$ cat config.mk
export PLATFORM = sky130hd
export DESIGN_NAME = ics_collector
export DESIGN_NICKNAME = d
export VERILOG_FILES = /design/src/rtl/ics_pkg.sv /design/src/rtl/ics_collector.sv
export VERILOG_INCLUDE_DIRS = /design/src /design/src/rtl
export SDC_FILE = /design/constraint.sdc
export NUM_CORES = 1
export LEC_CHECK = 0
export BUFFER_PORTS_ARGS = -buffer_cell sky130_fd_sc_hd__buf_2
export CAP_MARGIN = 20
export CORE_MARGIN = 4
export CORE_UTILIZATION = 48
export CTS_CLUSTER_SIZE = 24
export DETAILED_ROUTE_END_ITERATION = 16
export GPL_TIMING_DRIVEN = 1
export PLACE_DENSITY = 0.79
export SLEW_MARGIN = 5
export SYNTH_ARGS = -nofsm -noshare
export SYNTH_HDL_FRONTEND = slang
export SYNTH_SLANG_ARGS = --single-unit
$ cat constraint.sdc
create_clock -name i_core_clk -period 2.24 [get_ports i_core_clk]
set_input_delay 0.224 -clock i_core_clk [delete_from_list [all_inputs] [get_ports i_core_clk]]
set_output_delay 0.224 -clock i_core_clk [all_outputs]
set_load 0.01 [all_outputs]
$ cat src/rtl/ics_defs.svh
// Register offsets, field positions and timing constants of the status collector
`ifndef ICS_DEFS_SVH
`define ICS_DEFS_SVH

// Register byte offsets
`define ICS_OFF_IRQ_CFG 8'h54
`define ICS_OFF_STATUS 8'h58
`define ICS_OFF_ENABLE 8'h5c
`define ICS_OFF_POWER 8'h60
`define ICS_OFF_BYTE_TEST 8'h64

// Fixed values and masks
`define ICS_BYTE_TEST_VAL 32'h8765_4321
`define ICS_STS_IMPL_MASK 32'h83bf_efff
`define ICS_STS_CLR_MASK 32'h83bb_efff
`define ICS_STS_RESET 32'h0000_0000
`define ICS_ENA_RESET 32'h0000_0000
`define ICS_DROP_MIDPOINT 32'h8000_0000
`define ICS_TIMER_ALL_ONES 16'hffff
`define ICS_TIMER_ZERO 16'h0000

// Status bit positions
`define ICS_BIT_SW 31
`define ICS_BIT_TX_HALT 25
`define ICS_BIT_RX_HALT 24
`define ICS_BIT_DROP_MID 23
`define ICS_BIT_TRANSMIT_BUFFER_COMPLETE_FLAG 21
`define ICS_BIT_RX_DMA 20
`define ICS_BIT_TIMER 19
`define ICS_BIT_PHY 18
`define ICS_BIT_POWER 17
`define ICS_BIT_TX_STS_OVF 16
`define ICS_BIT_RX_OVERSIZE 15
`define ICS_BIT_RX_ERR 14
`define ICS_BIT_TX_ERR 13
`define ICS_BIT_TX_UNDERRUN 11
`define ICS_BIT_TX_OVERRUN 10
`define ICS_BIT_TX_SPACE 9
`define ICS_BIT_TX_STS_FULL 8
`define ICS_BIT_TX_STS_LVL 7
`define ICS_BIT_RX_DROPPED 6
`define ICS_BIT_RX_DATA_LVL 5
`define ICS_BIT_RX_STS_FULL 4
`define ICS_BIT_RX_STS_LVL 3
`define ICS_BIT_PIN_LSB 0

// Hold-off configuration and power control fields
`define ICS_DEAS_MSB 31
`define ICS_DEAS_LSB 24
`define ICS_DEAS_CLR_BIT 14
`define ICS_DEAS_STS_BIT 13
`define ICS_IRQ_INT_BIT 12
`define ICS_PWR_SLEEP_BIT 0

// Timing: hold-off unit in ns, clock period in ns, unit length in cycles
`define ICS_CLK_PERIOD_NS 8
`define ICS_HOLDOFF_UNIT_NS 10000
`define ICS_HOLDOFF_UNIT_CYC (`ICS_HOLDOFF_UNIT_NS / `ICS_CLK_PERIOD_NS)
`define ICS_PRESCALE_W 11

// AHB transfer type
`define ICS_HTRANS_NONSEQ 2'b10

`endif

$ cat src/rtl/ics_pkg.sv
// Types shared by the interrupt status collector
`default_nettype none
package ics_pkg;
  // Bus slave phase: waiting for an address, or performing the access
  typedef enum logic {
    ICS_BUS_IDLE,
    ICS_BUS_ACCESS
  } ics_bus_state_t;
  typedef logic [31:0] ics_word_t;
endpackage
`default_nettype wire

$ cat src/rtl/ics_collector.sv
// Interrupt status collector with enable mask, hold-off and AHB-Lite registers
`include "ics_defs.svh"
`default_nettype none
module ics_collector #(
  parameter int ADDR_W = 8,
  parameter int PIN_W = 3
) (
  input wire logic i_core_clk,
  input wire logic i_rst_n,
  // AHB-Lite slave
  input wire logic i_hsel,
  input wire logic [ADDR_W-1:0] i_haddr,
  input wire logic [1:0] i_htrans,
  input wire logic i_hwrite,
  input wire logic [2:0] i_hsize,
  input wire logic i_hready,
  input wire ics_pkg::ics_word_t i_hwdata,
  output ics_pkg::ics_word_t o_hrdata,
  output logic o_hreadyout,
  output logic o_hresp,
  // Event sources
  input wire logic i_tx_halt_req,
  input wire logic i_tx_halted,
  input wire logic i_rx_halted,
  input wire ics_pkg::ics_word_t i_drop_count,
  input wire logic i_tx_buf_done_ioc,
  input wire logic i_rx_dma_done,
  input wire logic [15:0] i_timer_count,
  input wire logic i_phy_event,
  input wire logic i_power_event,
  input wire logic i_tx_status_overflow,
  input wire logic i_rx_oversize,
  input wire logic i_rx_error,
  input wire logic i_tx_error,
  input wire logic i_tx_data_write,
  input wire logic i_tx_data_full,
  input wire logic i_tx_data_underrun,
  input wire logic i_tx_space_above,
  input wire logic i_tx_status_full,
  input wire logic i_tx_status_level,
  input wire logic i_rx_frame_dropped,
  input wire logic i_rx_data_level,
  input wire logic i_rx_status_full,
  input wire logic i_rx_status_level,
  input wire logic [PIN_W-1:0] i_pin_events,
  // Results
  output logic o_irq,
  output logic o_low_power
);
  import ics_pkg::*;

  // Rising-edge helper, used for the software and drop-midpoint bits
  function automatic logic ics_rose(input logic prev, input logic cur);
    ics_rose = cur & ~prev;
  endfunction

  // Offset compare helper for the register decode; address bits above
  // the low byte are ignored, so the map repeats every 256 bytes
  function automatic logic ics_hit(input logic [ADDR_W-1:0] addr, input logic [7:0] off);
    ics_hit = (addr[7:0] == off);
  endfunction

  // Bus slave state
  ics_bus_state_t bus_state_q;
  logic [ADDR_W-1:0] addr_q;
  logic write_q;
  logic hready_q;
  ics_word_t hrdata_q;
  // Status, enable and their next-state terms
  ics_word_t status_q;
  ics_word_t status_d;
  ics_word_t enable_q;
  ics_word_t set_vec;
  ics_word_t clr_vec;
  // Hold-off interval and interrupt output
  logic [7:0] deas_q;
  logic [7:0] holdoff_cnt_q;
  logic [`ICS_PRESCALE_W-1:0] prescale_q;
  logic unit_tick;
  logic irq_q;
  logic irq_d;
  // Power state and source history
  logic low_power_q;
  logic phy_q;
  logic drop_top_q;
  logic [15:0] timer_prev_q;
  // Decoded strobes and pending terms
  logic sw_en_set;
  logic access_go;
  logic wr_status;
  logic wr_enable;
  logic wr_cfg;
  logic wr_power;
  logic wr_byte_test;
  logic pend_power;
  logic pend_other;
  logic holdoff_active;
  logic holdoff_load;

  // Address phase taken only on a selected NONSEQ with the bus ready
  // SEQ and BUSY never occur with single transfers; hsize is not checked
  // because every register is one whole word
  assign access_go = i_hsel & i_hready & (i_htrans == `ICS_HTRANS_NONSEQ);

  // Every transfer costs one wait state: the access happens in the
  // cycle after the address phase, so a read never sees a stale write
  // Only one access is ever in flight, so no address queue is needed
  always_ff @(posedge i_core_clk or negedge i_rst_n) begin
    if (!i_rst_n) begin
      bus_state_q <= ICS_BUS_IDLE;
      addr_q <= '0;
      write_q <= 1'b0;
      hready_q <= 1'b1;
    end else begin
      unique case (bus_state_q)
        ICS_BUS_IDLE: begin
          if (access_go) begin
            bus_state_q <= ICS_BUS_ACCESS;
            addr_q <= i_haddr;
            write_q <= i_hwrite;
            hready_q <= 1'b0;
          end
        end
        ICS_BUS_ACCESS: begin
          bus_state_q <= ICS_BUS_IDLE;
          hready_q <= 1'b1;
        end
      endcase
    end
  end

  // Write strobes, valid in the access cycle while hwdata stands
  // Each strobe lasts exactly one cycle, the single access-state cycle
  assign wr_status = (bus_state_q == ICS_BUS_ACCESS) & write_q
                     & ics_hit(addr_q, `ICS_OFF_STATUS);
  assign wr_enable = (bus_state_q == ICS_BUS_ACCESS) & write_q
                     & ics_hit(addr_q, `ICS_OFF_ENABLE);
  assign wr_cfg = (bus_state_q == ICS_BUS_ACCESS) & write_q
                  & ics_hit(addr_q, `ICS_OFF_IRQ_CFG);
  assign wr_power = (bus_state_q == ICS_BUS_ACCESS) & write_q
                    & ics_hit(addr_q, `ICS_OFF_POWER);
  assign wr_byte_test = (bus_state_q == ICS_BUS_ACCESS) & write_q
                        & ics_hit(addr_q, `ICS_OFF_BYTE_TEST);

  // Read data is captured in the access cycle; unmapped reads give zero
  // Reads have no side effects, so a stray status read loses nothing
  always_ff @(posedge i_core_clk or negedge i_rst_n) begin
    if (!i_rst_n) begin
      hrdata_q <= '0;
    end else if (bus_state_q == ICS_BUS_ACCESS && !write_q) begin
      hrdata_q <= '0;
      if (ics_hit(addr_q, `ICS_OFF_STATUS)) begin
        hrdata_q <= status_q & `ICS_STS_IMPL_MASK;
      end
      if (ics_hit(addr_q, `ICS_OFF_ENABLE)) begin
        hrdata_q <= enable_q;
      end
      if (ics_hit(addr_q, `ICS_OFF_IRQ_CFG)) begin
        hrdata_q[`ICS_DEAS_MSB:`ICS_DEAS_LSB] <= deas_q;
        hrdata_q[`ICS_DEAS_STS_BIT] <= holdoff_active;
        hrdata_q[`ICS_IRQ_INT_BIT] <= pend_power | pend_other;
      end
      if (ics_hit(addr_q, `ICS_OFF_POWER)) begin
        hrdata_q[`ICS_PWR_SLEEP_BIT] <= low_power_q;
      end
      if (ics_hit(addr_q, `ICS_OFF_BYTE_TEST)) begin
        hrdata_q <= `ICS_BYTE_TEST_VAL;
      end
    end
  end

  // Enable register; reserved positions never store a one
  // Enabling a bit that is already set raises the output a cycle later
  always_ff @(posedge i_core_clk or negedge i_rst_n) begin
    if (!i_rst_n) begin
      enable_q <= `ICS_ENA_RESET;
    end else if (wr_enable) begin
      enable_q <= i_hwdata & `ICS_STS_IMPL_MASK;
    end
  end

  // Software event is raised by the enable going from zero to one, so
  // that a clearing write is not immediately undone by a held enable
  assign sw_en_set = wr_enable
                     & ics_rose(enable_q[`ICS_BIT_SW], i_hwdata[`ICS_BIT_SW]);

  // History of sampled sources used for edge and crossing detection, and as the PHY status bit
  // The timer history resets to all-ones, the timer's own reset value,
  // so no false wrap is seen on the first cycle after reset
  always_ff @(posedge i_core_clk or negedge i_rst_n) begin
    if (!i_rst_n) begin
      drop_top_q <= 1'b0;
      timer_prev_q <= `ICS_TIMER_ALL_ONES;
      phy_q <= 1'b0;
    end else begin
      drop_top_q <= i_drop_count[31];
      timer_prev_q <= i_timer_count;
      phy_q <= i_phy_event;
    end
  end

  // Gather this cycle's events into one set vector
  always_comb begin
    set_vec = '0;
    // Software and engine halt events
    set_vec[`ICS_BIT_SW] = sw_en_set;
    set_vec[`ICS_BIT_TX_HALT] = i_tx_halt_req & i_tx_halted;
    set_vec[`ICS_BIT_RX_HALT] = i_rx_halted;
    // Counter crossings, judged against last cycle's value
    set_vec[`ICS_BIT_DROP_MID] = ics_rose(drop_top_q,
                                          i_drop_count == `ICS_DROP_MIDPOINT);
    // Completion pulses from the transfer paths, and the timer wrap
    set_vec[`ICS_BIT_TRANSMIT_BUFFER_COMPLETE_FLAG] = i_tx_buf_done_ioc;
    set_vec[`ICS_BIT_RX_DMA] = i_rx_dma_done;
    set_vec[`ICS_BIT_TIMER] = (timer_prev_q == `ICS_TIMER_ZERO)
                              & (i_timer_count == `ICS_TIMER_ALL_ONES);
    // Power event; it also bypasses the hold-off further down
    set_vec[`ICS_BIT_POWER] = i_power_event;
    // Error, overflow and underrun reports
    set_vec[`ICS_BIT_TX_STS_OVF] = i_tx_status_overflow;
    set_vec[`ICS_BIT_RX_OVERSIZE] = i_rx_oversize;
    set_vec[`ICS_BIT_RX_ERR] = i_rx_error;
    set_vec[`ICS_BIT_TX_ERR] = i_tx_error;
    set_vec[`ICS_BIT_TX_UNDERRUN] = i_tx_data_underrun;
    set_vec[`ICS_BIT_TX_OVERRUN] = i_tx_data_write & i_tx_data_full;
    // FIFO levels set the bit every cycle they stand, so a clear while
    // the level still holds is overridden at once
    set_vec[`ICS_BIT_TX_SPACE] = i_tx_space_above;
    set_vec[`ICS_BIT_TX_STS_FULL] = i_tx_status_full;
    set_vec[`ICS_BIT_TX_STS_LVL] = i_tx_status_level;
    set_vec[`ICS_BIT_RX_DROPPED] = i_rx_frame_dropped;
    set_vec[`ICS_BIT_RX_DATA_LVL] = i_rx_data_level;
    set_vec[`ICS_BIT_RX_STS_FULL] = i_rx_status_full;
    set_vec[`ICS_BIT_RX_STS_LVL] = i_rx_status_level;
    // Pin events arrive already qualified by the pin configuration
    set_vec[`ICS_BIT_PIN_LSB +: PIN_W] = i_pin_events;
  end

  // Clear vector: ones written to clearable bits; the PHY bit is excluded
  // Zeros leave bits alone, so one source is cleared without racing others
  assign clr_vec = wr_status ? (i_hwdata & `ICS_STS_CLR_MASK) : '0;

  // Sticky update; the set term is applied after the clear so it wins
  always_comb begin
    status_d = ((status_q & ~clr_vec) | set_vec) & `ICS_STS_IMPL_MASK;
    status_d[`ICS_BIT_PHY] = phy_q;
  end

  // Status register; reserved bits are masked on every update, so no
  // source wired to them can leak into a read
  always_ff @(posedge i_core_clk or negedge i_rst_n) begin
    if (!i_rst_n) begin
      status_q <= `ICS_STS_RESET;
    end else begin
      status_q <= status_d;
    end
  end

  // Pending sources after masking; status itself is never masked
  // Only bit 17 skips the hold-off; the software flag waits like the rest
  assign pend_power = status_q[`ICS_BIT_POWER] & enable_q[`ICS_BIT_POWER];
  assign pend_other = |(status_q & enable_q
                        & ~(`ICS_STS_RESET | (32'h1 << `ICS_BIT_POWER)));

  // Hold-off configuration; writing a zero interval cancels a running one
  // A new interval takes effect at the next load; a running count is kept
  always_ff @(posedge i_core_clk or negedge i_rst_n) begin
    if (!i_rst_n) begin
      deas_q <= '0;
    end else if (wr_cfg) begin
      deas_q <= i_hwdata[`ICS_DEAS_MSB:`ICS_DEAS_LSB];
    end
  end

  // Unit tick divider, one pulse per hold-off unit; only runs while
  // an interval is active, so each interval is counted from its start
  always_ff @(posedge i_core_clk or negedge i_rst_n) begin
    if (!i_rst_n) begin
      prescale_q <= '0;
    end else if (!holdoff_active || holdoff_load) begin
      prescale_q <= '0;
    end else if (unit_tick) begin
      prescale_q <= '0;
    end else begin
      prescale_q <= prescale_q + 1'b1;
    end
  end
  // The tick falls on the last cycle of each unit
  assign unit_tick = (prescale_q == `ICS_PRESCALE_W'(`ICS_HOLDOFF_UNIT_CYC - 1));

  // Interval running while the count is nonzero
  assign holdoff_active = (holdoff_cnt_q != 8'h00);

  // A fresh load also restarts the divider, so a restarted interval is never cut short
  assign holdoff_load = (wr_cfg & i_hwdata[`ICS_DEAS_CLR_BIT]) | (irq_q & ~irq_d);

  // Interval starts when the output drops; a clear bit restarts it and
  // a zero interval written by software releases pending requests
  always_ff @(posedge i_core_clk or negedge i_rst_n) begin
    if (!i_rst_n) begin
      holdoff_cnt_q <= '0;
    end else if (wr_cfg && i_hwdata[`ICS_DEAS_MSB:`ICS_DEAS_LSB] == 8'h00) begin
      holdoff_cnt_q <= '0;
    end else if (wr_cfg && i_hwdata[`ICS_DEAS_CLR_BIT]) begin
      holdoff_cnt_q <= i_hwdata[`ICS_DEAS_MSB:`ICS_DEAS_LSB];
    end else if (irq_q && !irq_d) begin
      holdoff_cnt_q <= deas_q;
    end else if (holdoff_active && unit_tick) begin
      holdoff_cnt_q <= holdoff_cnt_q - 1'b1;
    end
  end

  // Power event is never held back by the interval
  // Trade-off: the output is a flop, so it trails the status by a cycle
  assign irq_d = pend_power | (pend_other & ~holdoff_active);

  // Interrupt output flop
  always_ff @(posedge i_core_clk or negedge i_rst_n) begin
    if (!i_rst_n) begin
      irq_q <= 1'b0;
    end else begin
      irq_q <= irq_d;
    end
  end

  // Low-power state: entered by software, left only by a byte-test
  // write; a power event only flags status and never wakes the block
  // Status keeps collecting while asleep, so no event is lost
  always_ff @(posedge i_core_clk or negedge i_rst_n) begin
    if (!i_rst_n) begin
      low_power_q <= 1'b0;
    end else if (wr_byte_test) begin
      low_power_q <= 1'b0;
    end else if (wr_power && i_hwdata[`ICS_PWR_SLEEP_BIT]) begin
      low_power_q <= 1'b1;
    end
  end

  // Outputs straight from flops, hresp tied low; only OKAY responses exist
  // No ERROR response: unmapped places read zero and ignore writes
  assign o_hrdata = hrdata_q;
  assign o_hreadyout = hready_q;
  assign o_hresp = 1'b0;
  assign o_irq = irq_q;
  assign o_low_power = low_power_q;

endmodule
`default_nettype wire

==> impl_table.tex, run 1 <==
\begin{tabular}{lr}
\hline
Metric & Value \\
\hline
\multicolumn{2}{l}{\textbf{Status}} \\
\quad Result of the run & finished, final reports clean \\
\multicolumn{2}{l}{\textbf{Drt}} \\
\quad Antenna Violating Nets Remaining & 0 \\
\quad DRC & 0 \\
\quad Final WL & approximately 17000 µm \\
\quad Routed vias & between 5000 and 6000 \\
\quad Ratio of routed vias to standard cells & 5.663 \\
\quad Per-cell routed wire length & 18.53 µm \\
\quad First drt pass iteration count & 4 \\
\quad Iter 0 DRT Violations & around 350 \\
\multicolumn{2}{l}{\textbf{Logic synthesis}} \\
\quad Dominant synthesized flop cell & sky130\_fd\_sc\_hd\_\_dfrtp\_1 \\
\quad Proportion of synthesized chip area in sequential cells & 57.93\% \\
\quad Total standard cell area after synthesis & 6085 µm² \\
\quad Count of unique library cells instantiated by Yosys & 51 \\
\quad Synth warn & 0 \\
\quad Share of async-settable or async-resettable flops after synthesis & 100.0\% \\
\quad Cell types with the largest area share after synthesis & sky130\_fd\_sc\_hd\_\_dfrtp\_1 (51\%), sky130\_fd\_sc\_hd\_\_mux2\_2 (7.8\%), sky130\_fd\_sc\_hd\_\_dfstp\_2 (7.3\%) \\
\quad Avg Cell Area, Syn & 11.52 µm² \\
\quad Synthesized netlist net count & 654 \\
\quad Number of instances in the synthesized netlist & $\sim$530 \\
\quad Flops \& latches, synth & 140 \\
\quad Number of synthesized flops with an enable pin & 0 \\
\quad Portion of synthesized cell area occupied by the leading cell type & 50.59\% \\
\quad Post-synthesis cell type with the largest combined area & sky130\_fd\_sc\_hd\_\_dfrtp\_1 \\
\multicolumn{2}{l}{\textbf{Timing}} \\
\quad Worst hold margin & 0.01255 ns \\
\quad Minimum clock period & 2.234 ns \\
\quad Pins Over Slew Limit & 0 \\
\quad Number of setup violations in the final report & 0 \\
\quad Unrepaired setup endpoints after global routing & yes \\
\quad Slew at the pin closest to its max-slew limit & roughly 0.91 ns \\
\quad Number of hold-slack violations in the final timing report & 0 \\
\quad Worst setup skew after layout & 0.008645 ns \\
\quad Achievable frequency & roughly 450 MHz \\
\quad Rel. slew slack & 39.57\% \\
\quad Final Cycle Share & 99.75\% \\
\multicolumn{2}{l}{\textbf{Pwr}} \\
\quad IR drop worst, VDD & 501.9 µV \\
\quad Power density cells & 782.0 nW/µm² \\
\quad Static Leak & 3.731 nW \\
\quad Power, Total & around 6.5 mW \\
\multicolumn{2}{l}{\textbf{Placed design}} \\
\quad Post-detailed-placement half-perimeter wirelength & 11670 µm \\
\quad Placed cell count & 851 \\
\quad IO Port Bufs & 151 \\
\quad Placement Cell Area & around 7200 µm² \\
\quad Final estimated routing congestion in global placement & 0.8286 \\
\multicolumn{2}{l}{\textbf{Critical path}} \\
\quad Crit start category & register \\
\quad Worst setup path class & register to register \\
\quad Critical Path AT & 2.55 ns \\
\quad Crit-path max FO & 7 \\
\quad CP endpoint kind & register \\
\quad Worst path required time & between 2 and 3 ns \\
\multicolumn{2}{l}{\textbf{Clocking}} \\
\quad Worst-path clk slew & 0.06 ns \\
\quad Number of clock buffers inserted by TritonCTS & 17 \\
\quad CTS tree & built \\
\quad Skew-Pair Late Insertion Delay & between 0.4 and 0.5 ns \\
\quad Number of levels the H-tree was split into & 4 \\
\quad CTS Sinks & 140 \\
\quad CTS Buffer Depth & 2 \\
\quad Master cell of the clock root buffer & sky130\_fd\_sc\_hd\_\_clkbuf\_16 \\
\multicolumn{2}{l}{\textbf{GRT}} \\
\quad Total global routing overflow & 0 \\
\quad Met2 usage & 41.39\% \\
\quad Global-route layer with the greatest usage & met2 \\
\quad Via count of the first global-routing pass & about 5500 \\
\quad Antenna violations before repair & 2 \\
\quad Global router's overall resource usage & between 20\% and 30\% \\
\quad M1 GR Usage & 28.23\% \\
\quad Maximum number of pins on one net before global-route repair & 60 \\
\quad Global-route wire length before repair & 27260 µm \\
\quad Global-route met3 utilization & 5.940\% \\
\multicolumn{2}{l}{\textbf{Die}} \\
\quad Floorplan core area & 12210 µm² \\
\quad Initial core utilization & between 40\% and 50\% \\
\quad Chip width & 120.6 µm \\
\quad Die Y & 120.6 µm \\
\quad Top-Level Pins & 158 \\
\quad Row count & 40 \\
\quad Die area & 14540 µm² \\
\multicolumn{2}{l}{\textbf{Hold path}} \\
\quad Classification of the worst-slack hold path & input port to register \\
\multicolumn{2}{l}{\textbf{Job}} \\
\quad Max-cap violation count & 0 \\
\multicolumn{2}{l}{\textbf{Final layout}} \\
\quad Fraction of final layout cells sized beyond drive strength 1 & 39.66\% \\
\quad Final Cell Area & 8283 µm² \\
\quad Net count of the finished layout & 867 \\
\quad Area added between synthesis and finish & 36.13\% \\
\quad Final cell count without fillers & 923 \\
\quad Share of the core filled with cells in the final layout & between 60\% and 70\% \\
\hline
\end{tabular}
[synthesized netlist by cell type, types with 2 or more instances]
master	instances
sky130_fd_sc_hd__a21oi_1	10
sky130_fd_sc_hd__and3_1	5
sky130_fd_sc_hd__dfstp_2	17
sky130_fd_sc_hd__nor3_1	3
sky130_fd_sc_hd__nand2b_1	2
sky130_fd_sc_hd__buf_4	2
sky130_fd_sc_hd__xor2_1	7
sky130_fd_sc_hd__xnor2_1	8
sky130_fd_sc_hd__mux2_2	42
sky130_fd_sc_hd__or4_1	3
sky130_fd_sc_hd__or3_1	2
sky130_fd_sc_hd__inv_1	14
sky130_fd_sc_hd__dfrtp_1	123
sky130_fd_sc_hd__nor4_1	17
sky130_fd_sc_hd__a31oi_1	2
sky130_fd_sc_hd__clkbuf_1	11
sky130_fd_sc_hd__mux2i_1	8
sky130_fd_sc_hd__nor2_1	42
sky130_fd_sc_hd__nand3_1	12
sky130_fd_sc_hd__a221oi_1	10
sky130_fd_sc_hd__a22o_1	9
sky130_fd_sc_hd__ha_1	4
sky130_fd_sc_hd__a22oi_1	23
sky130_fd_sc_hd__o21ai_1	4
sky130_fd_sc_hd__nand2_1	60
sky130_fd_sc_hd__buf_2	8
sky130_fd_sc_hd__nand4b_1	2
sky130_fd_sc_hd__a221oi_2	6
sky130_fd_sc_hd__a21o_1	20
sky130_fd_sc_hd__nand4_1	12
sky130_fd_sc_hd__o21ai_0	20
[flip-flops by register name, summed over array words and instances (netlist names), 8 cells and up]
register       flops
holdoff_cnt_q      8
status_q          25
o_hrdata          32
enable_q          25
prescale_q        11
deas_q             8
addr_q             8
timer_prev_q      16
[metal layers]
metal,vias up,routed length (µm)
li1,2355,-
met1,2630,6481
met2,198,9109
met3,42,1085
met4,2,422
met5,-,7
[cell type report]
cell class | instances | area, µm²
diodes | 1 | 2.502
clock buffers | 19 | 442.9
clock inverters | 13 | 117.6
fillers | 862 | 3929
inverters | 14 | 52.55
multi-input cells | 352 | 2530
flip-flops and latches | 140 | 3525
well taps | 168 | 210.2
repair buffers | 216 | 1403
[layout by cell type, fill, tap and decap left out, types with 9 or more instances in the layout]
cell,count
sky130_fd_sc_hd__nor4_1,15
sky130_fd_sc_hd__buf_2,150
sky130_fd_sc_hd__nand4_1,12
sky130_fd_sc_hd__dfrtp_1,123
sky130_fd_sc_hd__nor2_1,41
sky130_fd_sc_hd__mux2_2,41
sky130_fd_sc_hd__a21o_1,20
sky130_fd_sc_hd__a21oi_1,10
sky130_fd_sc_hd__a22o_1,9
sky130_fd_sc_hd__buf_4,26
sky130_fd_sc_hd__a22oi_1,23
sky130_fd_sc_hd__nand2_1,60
sky130_fd_sc_hd__clkbuf_16,17
sky130_fd_sc_hd__inv_1,14
sky130_fd_sc_hd__dfstp_2,17
sky130_fd_sc_hd__nand3_1,11
sky130_fd_sc_hd__a221oi_1,10
sky130_fd_sc_hd__dlygate4sd3_1,33
sky130_fd_sc_hd__o21ai_0,19
[worst paths after layout]
check | cells past startpoint | slack (ns) | endpoint | startpoint
setup reg to reg | 8 | 0.006 | holdoff_cnt_q[1] | prescale_q[2]
hold reg to reg | 0 | 0.36 | status_q[18] | phy_q
max in group asynchronous | 3 | 1.17 | timer_prev_q[12] | i_rst_n
hold / removal | 2 | 0.01 | status_q[20] | i_rx_dma_done
min in group asynchronous | 2 | 0.35 | enable_q[5] | i_rst_n
setup / recovery | 8 | 0.006 | holdoff_cnt_q[1] | prescale_q[2]
[worst max-delay path: stages, from the launching register on]
cell and delay (ns):
sky130_fd_sc_hd__dfrtp_1 0.39, sky130_fd_sc_hd__or4b_1 0.54, sky130_fd_sc_hd__nor4_1 0.26, sky130_fd_sc_hd__buf_4 0.17
sky130_fd_sc_hd__and2_4 0.14, sky130_fd_sc_hd__inv_1 0.06, sky130_fd_sc_hd__and3_4 0.18, sky130_fd_sc_hd__buf_12 0.14
sky130_fd_sc_hd__a221oi_4 0.27
[per-stage QoR]
step / setup slack, ns / setup TNS (ns)
floorplan: 0.07130 / 0
global placement: 0.09473 / 0
detailed placement: 0.03347 / 0
CTS: 0.02575 / 0
global route: -0.07565 / -0.4643
finish: 0.005594 / 0
[power breakdown]
| part | total, mW | switching [mW] | leakage [nW] | internal, mW |
|---|---|---|---|---|
| clock | 2.63 | 1.08 | 0.262 | 1.56 |
| combinational | 0.930 | 0.456 | 1.81 | 0.474 |
| sequential | 2.91 | 0.164 | 1.66 | 2.75 |
| total | 6.48 | 1.70 | 3.73 | 4.78 |
[cells by family after synthesis]
family	synth area share, %
compound gates	13.22
xor+xnor	2.159
fa+ha+maj	0.8226
buf+inv	2.632
flops	57.93
mux	9.089
other cells	0.06163
simple gates	14.09
[timing repair]
action,in CTS,in global routing
hold endpoints to repair,87,0
hold buffers,33,0
pin swaps,0,9
setup endpoints to repair,5,24
setup buffers,0,6
gates resized for setup,3,18
Note: power is estimated with default switching activity, not from simulation.
==> run 2, diff against run 1 <==
--- a/config.mk
+++ b/config.mk
@@ -8,6 +8,7 @@
 export LEC_CHECK = 0
 export BUFFER_PORTS_ARGS = -buffer_cell sky130_fd_sc_hd__buf_2
 export CAP_MARGIN = 20
+export CORE_ASPECT_RATIO = 1.4
 export CORE_MARGIN = 4
 export CORE_UTILIZATION = 48
 export CTS_CLUSTER_SIZE = 24
==> run 2 against run 1 <==
Worst setup slack improved by 0.039 ns; largest power group is now the clock network; sequential share of layout area shrank 0.53 points; largest cell class unchanged; via count decreased by 0.55%; flip-flop and latch count is the same; hold slack worse by 0.0039 ns; final area rose by 1.3%; die area up 0.17%.
==> impl_table.tex, run 2 (synthesized netlist as in run 1, its figures left out) <==
\begin{tabular}{lr}
\hline
Metric & Value \\
\hline
\multicolumn{2}{l}{\textbf{Pwr}} \\
\quad Part of the total power dissipated in the clock network & between 40 and 50\% \\
\quad Power, Total & just under 7 mW \\
\quad Internal portion of total power & 5.097 mW \\
\quad Share of total power consumed by net switching & 25.54\% \\
\quad Switching power of the nets & 1.749 mW \\
\quad Power density cells & 816.2 nW/µm² \\
\quad Static Leak & approximately 3.8 nW \\
\quad IR drop worst, VDD & 504.3 µV \\
\quad Part of the total power dissipated in combinational logic & 13.4\% \\
\quad Register share of total power & between 40\% and 50\% \\
\multicolumn{2}{l}{\textbf{Clocking}} \\
\quad CTS Buffer Depth & 2 \\
\quad CTS Sinks & 140 \\
\quad Worst-path clk slew & 0.06 ns \\
\quad Skew-Pair Late Insertion Delay & 0.42 ns \\
\quad Number of levels the H-tree was split into & 4 \\
\quad Master cell of the clock root buffer & sky130\_fd\_sc\_hd\_\_clkbuf\_16 \\
\quad CTS tree & built \\
\quad Number of clock buffers inserted by TritonCTS & 17 \\
\multicolumn{2}{l}{\textbf{Drt}} \\
\quad Iter 0 DRT Violations & 322 \\
\quad Final WL & 17160 µm \\
\quad Antenna Violating Nets Remaining & 0 \\
\quad Met3 Routed Length & 1066 µm \\
\quad Met1 routed wirelength after detailed routing & 6371 µm \\
\quad Per-cell routed wire length & 18.87 µm \\
\quad DRC & 0 \\
\quad First drt pass iteration count & 5 \\
\quad Ratio of routed vias to standard cells & 5.718 \\
\quad Routed vias & 5198 \\
\quad Met2 routed WL & 9320 µm \\
\quad Highest routed metal layer & met4 \\
\multicolumn{2}{l}{\textbf{Die}} \\
\quad Die Y & 141.2 µm \\
\quad Initial core utilization & approximately half \\
\quad Die area & around 15000 µm² \\
\quad Chip width & 103.2 µm \\
\quad Floorplan core area & 12370 µm² \\
\quad Top-Level Pins & roughly 160 \\
\quad Row count & 48 \\
\multicolumn{2}{l}{\textbf{Timing}} \\
\quad Rel. slew slack & about three fifths \\
\quad Minimum clock period & 2.196 ns \\
\quad Worst setup skew after layout & 0.008368 ns \\
\quad Slew at the pin closest to its max-slew limit & between 0.6 and 0.7 ns \\
\quad Post-Route Setup TNS & 0 ns \\
\quad Final Cycle Share & a little over nine tenths \\
\quad Unrepaired setup endpoints after global routing & yes \\
\quad Number of setup violations in the final report & 0 \\
\quad Number of hold-slack violations in the final timing report & 0 \\
\quad Pins Over Slew Limit & 0 \\
\quad Achievable frequency & between 400 and 500 MHz \\
\multicolumn{2}{l}{\textbf{Critical path}} \\
\quad Largest stage delay on the critical path & 0.56 ns \\
\quad CP endpoint kind & register \\
\quad Cell with the largest stage delay on the worst path & sky130\_fd\_sc\_hd\_\_or4b\_4 \\
\quad Critical Path AT & 2.52 ns \\
\quad Crit start category & register \\
\quad Crit-path max FO & 7 \\
\quad Worst path required time & 2.57 ns \\
\quad Top delay family on crit path & simple AND/OR/NAND/NOR gates \\
\quad Worst setup path class & register to register \\
\quad Worst path cell trace & or4b\_4, nor4\_4, buf\_4, and2\_4, inv\_1, and3\_4, buf\_12, a221oi\_2 \\
\quad Number of buffer and inverter stages on the critical path & 3 \\
\multicolumn{2}{l}{\textbf{Final layout}} \\
\quad Antenna cell count & 0 \\
\quad Fraction of final layout cells sized beyond drive strength 1 & 39.79\% \\
\quad Fillers & around 880 \\
\quad Max FFs per register & 32 \\
\quad Area added between synthesis and finish & 37.86\% \\
\quad Most used cells in the layout excluding fill and tap cells & sky130\_fd\_sc\_hd\_\_buf\_2 (150), sky130\_fd\_sc\_hd\_\_dfrtp\_1 (123), sky130\_fd\_sc\_hd\_\_nand2\_1 (60) \\
\quad Net count of the finished layout & 872 \\
\quad Final Cell Area & around 8400 µm² \\
\quad Leading cell type in the layout, fill and taps excluded & sky130\_fd\_sc\_hd\_\_buf\_2 \\
\multicolumn{2}{l}{\textbf{GRT}} \\
\quad Maximum number of pins on one net before global-route repair & 58 \\
\quad Via count of the first global-routing pass & $\sim$5400 \\
\quad Global router's overall resource usage & 23.94\% \\
\quad Total global routing overflow & 0 \\
\quad Antenna violations before repair & 0 \\
\quad Global-route wire length before repair & 26820 µm \\
\multicolumn{2}{l}{\textbf{Placed design}} \\
\quad Placement Cell Area & around 7200 µm² \\
\quad Post-detailed-placement half-perimeter wirelength & 11480 µm \\
\quad Final estimated routing congestion in global placement & 0.8838 \\
\quad IO Port Bufs & 151 \\
\multicolumn{2}{l}{\textbf{Job}} \\
\quad Max-cap violation count & 0 \\
\multicolumn{2}{l}{\textbf{Hold path}} \\
\quad Classification of the worst-slack hold path & input port to register \\
\multicolumn{2}{l}{\textbf{Status}} \\
\quad Result of the run & finished, final reports clean \\
\hline
\end{tabular}
## run 2: cell types whose count changed in the layout (fill, tap and decap cells not counted), moves of 2 or more
cell                            delta
sky130_fd_sc_hd__inv_6             +3
sky130_fd_sc_hd__clkinvlp_4        -3
sky130_fd_sc_hd__clkinv_2          -2
sky130_fd_sc_hd__dlygate4sd3_1     +3
sky130_fd_sc_hd__buf_4             +3
sky130_fd_sc_hd__bufinv_16         +3
## run 2: metrics by stage
step           hold slack [ns]  std cells  util [%]  setup WS, ns
2_1_floorplan         -0.07159        528         -       0.07130
3_3_place_gp            0.2213        836     58.25        0.1106
3_5_place_dp            0.2346        836     58.25      -0.01540
4_1_cts               0.004376        904     66.37       0.01661
5_1_grt                0.01002        909     67.80      -0.03568
6_report              0.008682        909     67.80       0.04418
## run 2: power by group through the flow
stage / Clock [mW] / Combinational (mW) / Sequential (mW)
finish: 3.02 / 0.916 / 2.91
global route: 3.16 / 1.01 / 2.93
floorplan: 0 / 0.357 / 2.95
global placement: 0 / 0.764 / 2.93
detailed placement: 0 / 0.800 / 2.94
CTS: 3.05 / 0.855 / 2.90
## run 2: area by class of cell
cell class | instances | area [µm²] | area share (%)
multi-input combinational | 352 | 2552 | 30.43
sequential | 140 | 3525 | 42.02
inverter | 14 | 52.55 | 0.6265
clock buffer | 17 | 425.4 | 5.072
clock inverter | 15 | 210.2 | 2.506
tap | 150 | 187.7 | 2.237
timing repair buffer | 221 | 1435 | 17.11
## run 2: path summary, 6_finish.rpt
path	to	start	depth (start not counted)	slack [ns]
hold reg to reg	status_q[18]	phy_q	0	0.35
min in group asynchronous	addr_q[6]	i_rst_n	2	0.33
hold / removal	addr_q[3]	i_haddr[3]	3	0.009
setup / recovery	holdoff_cnt_q[1]	prescale_q[4]	8	0.04
max in group asynchronous	o_hrdata[15]	i_rst_n	3	1.13
setup reg to reg	holdoff_cnt_q[1]	prescale_q[4]	8	0.04
## run 2: worst min-delay path: stages
cell and delay (ns):
sky130_fd_sc_hd__buf_2 0.07, sky130_fd_sc_hd__nand2_1 0.04, sky130_fd_sc_hd__o21ai_0 0.06
## run 2: per-layer routing
layer	GRT usage [%]	up-vias
met2	41.56	205
met3	5.248	33
met4	8.868	0
met1	28.60	2599
li1	-	2361
met5	0	-
## run 2: what timing repair did
action                                  in CTS  in global routing
hold endpoints to repair                    88                  0
hold buffers                                36                  0
endpoints found under the setup margin       4                 19
resized for setup                            1                 24
pin swaps                                    0                 10
buffers inserted                             0                  5
cloned                                       0                  0
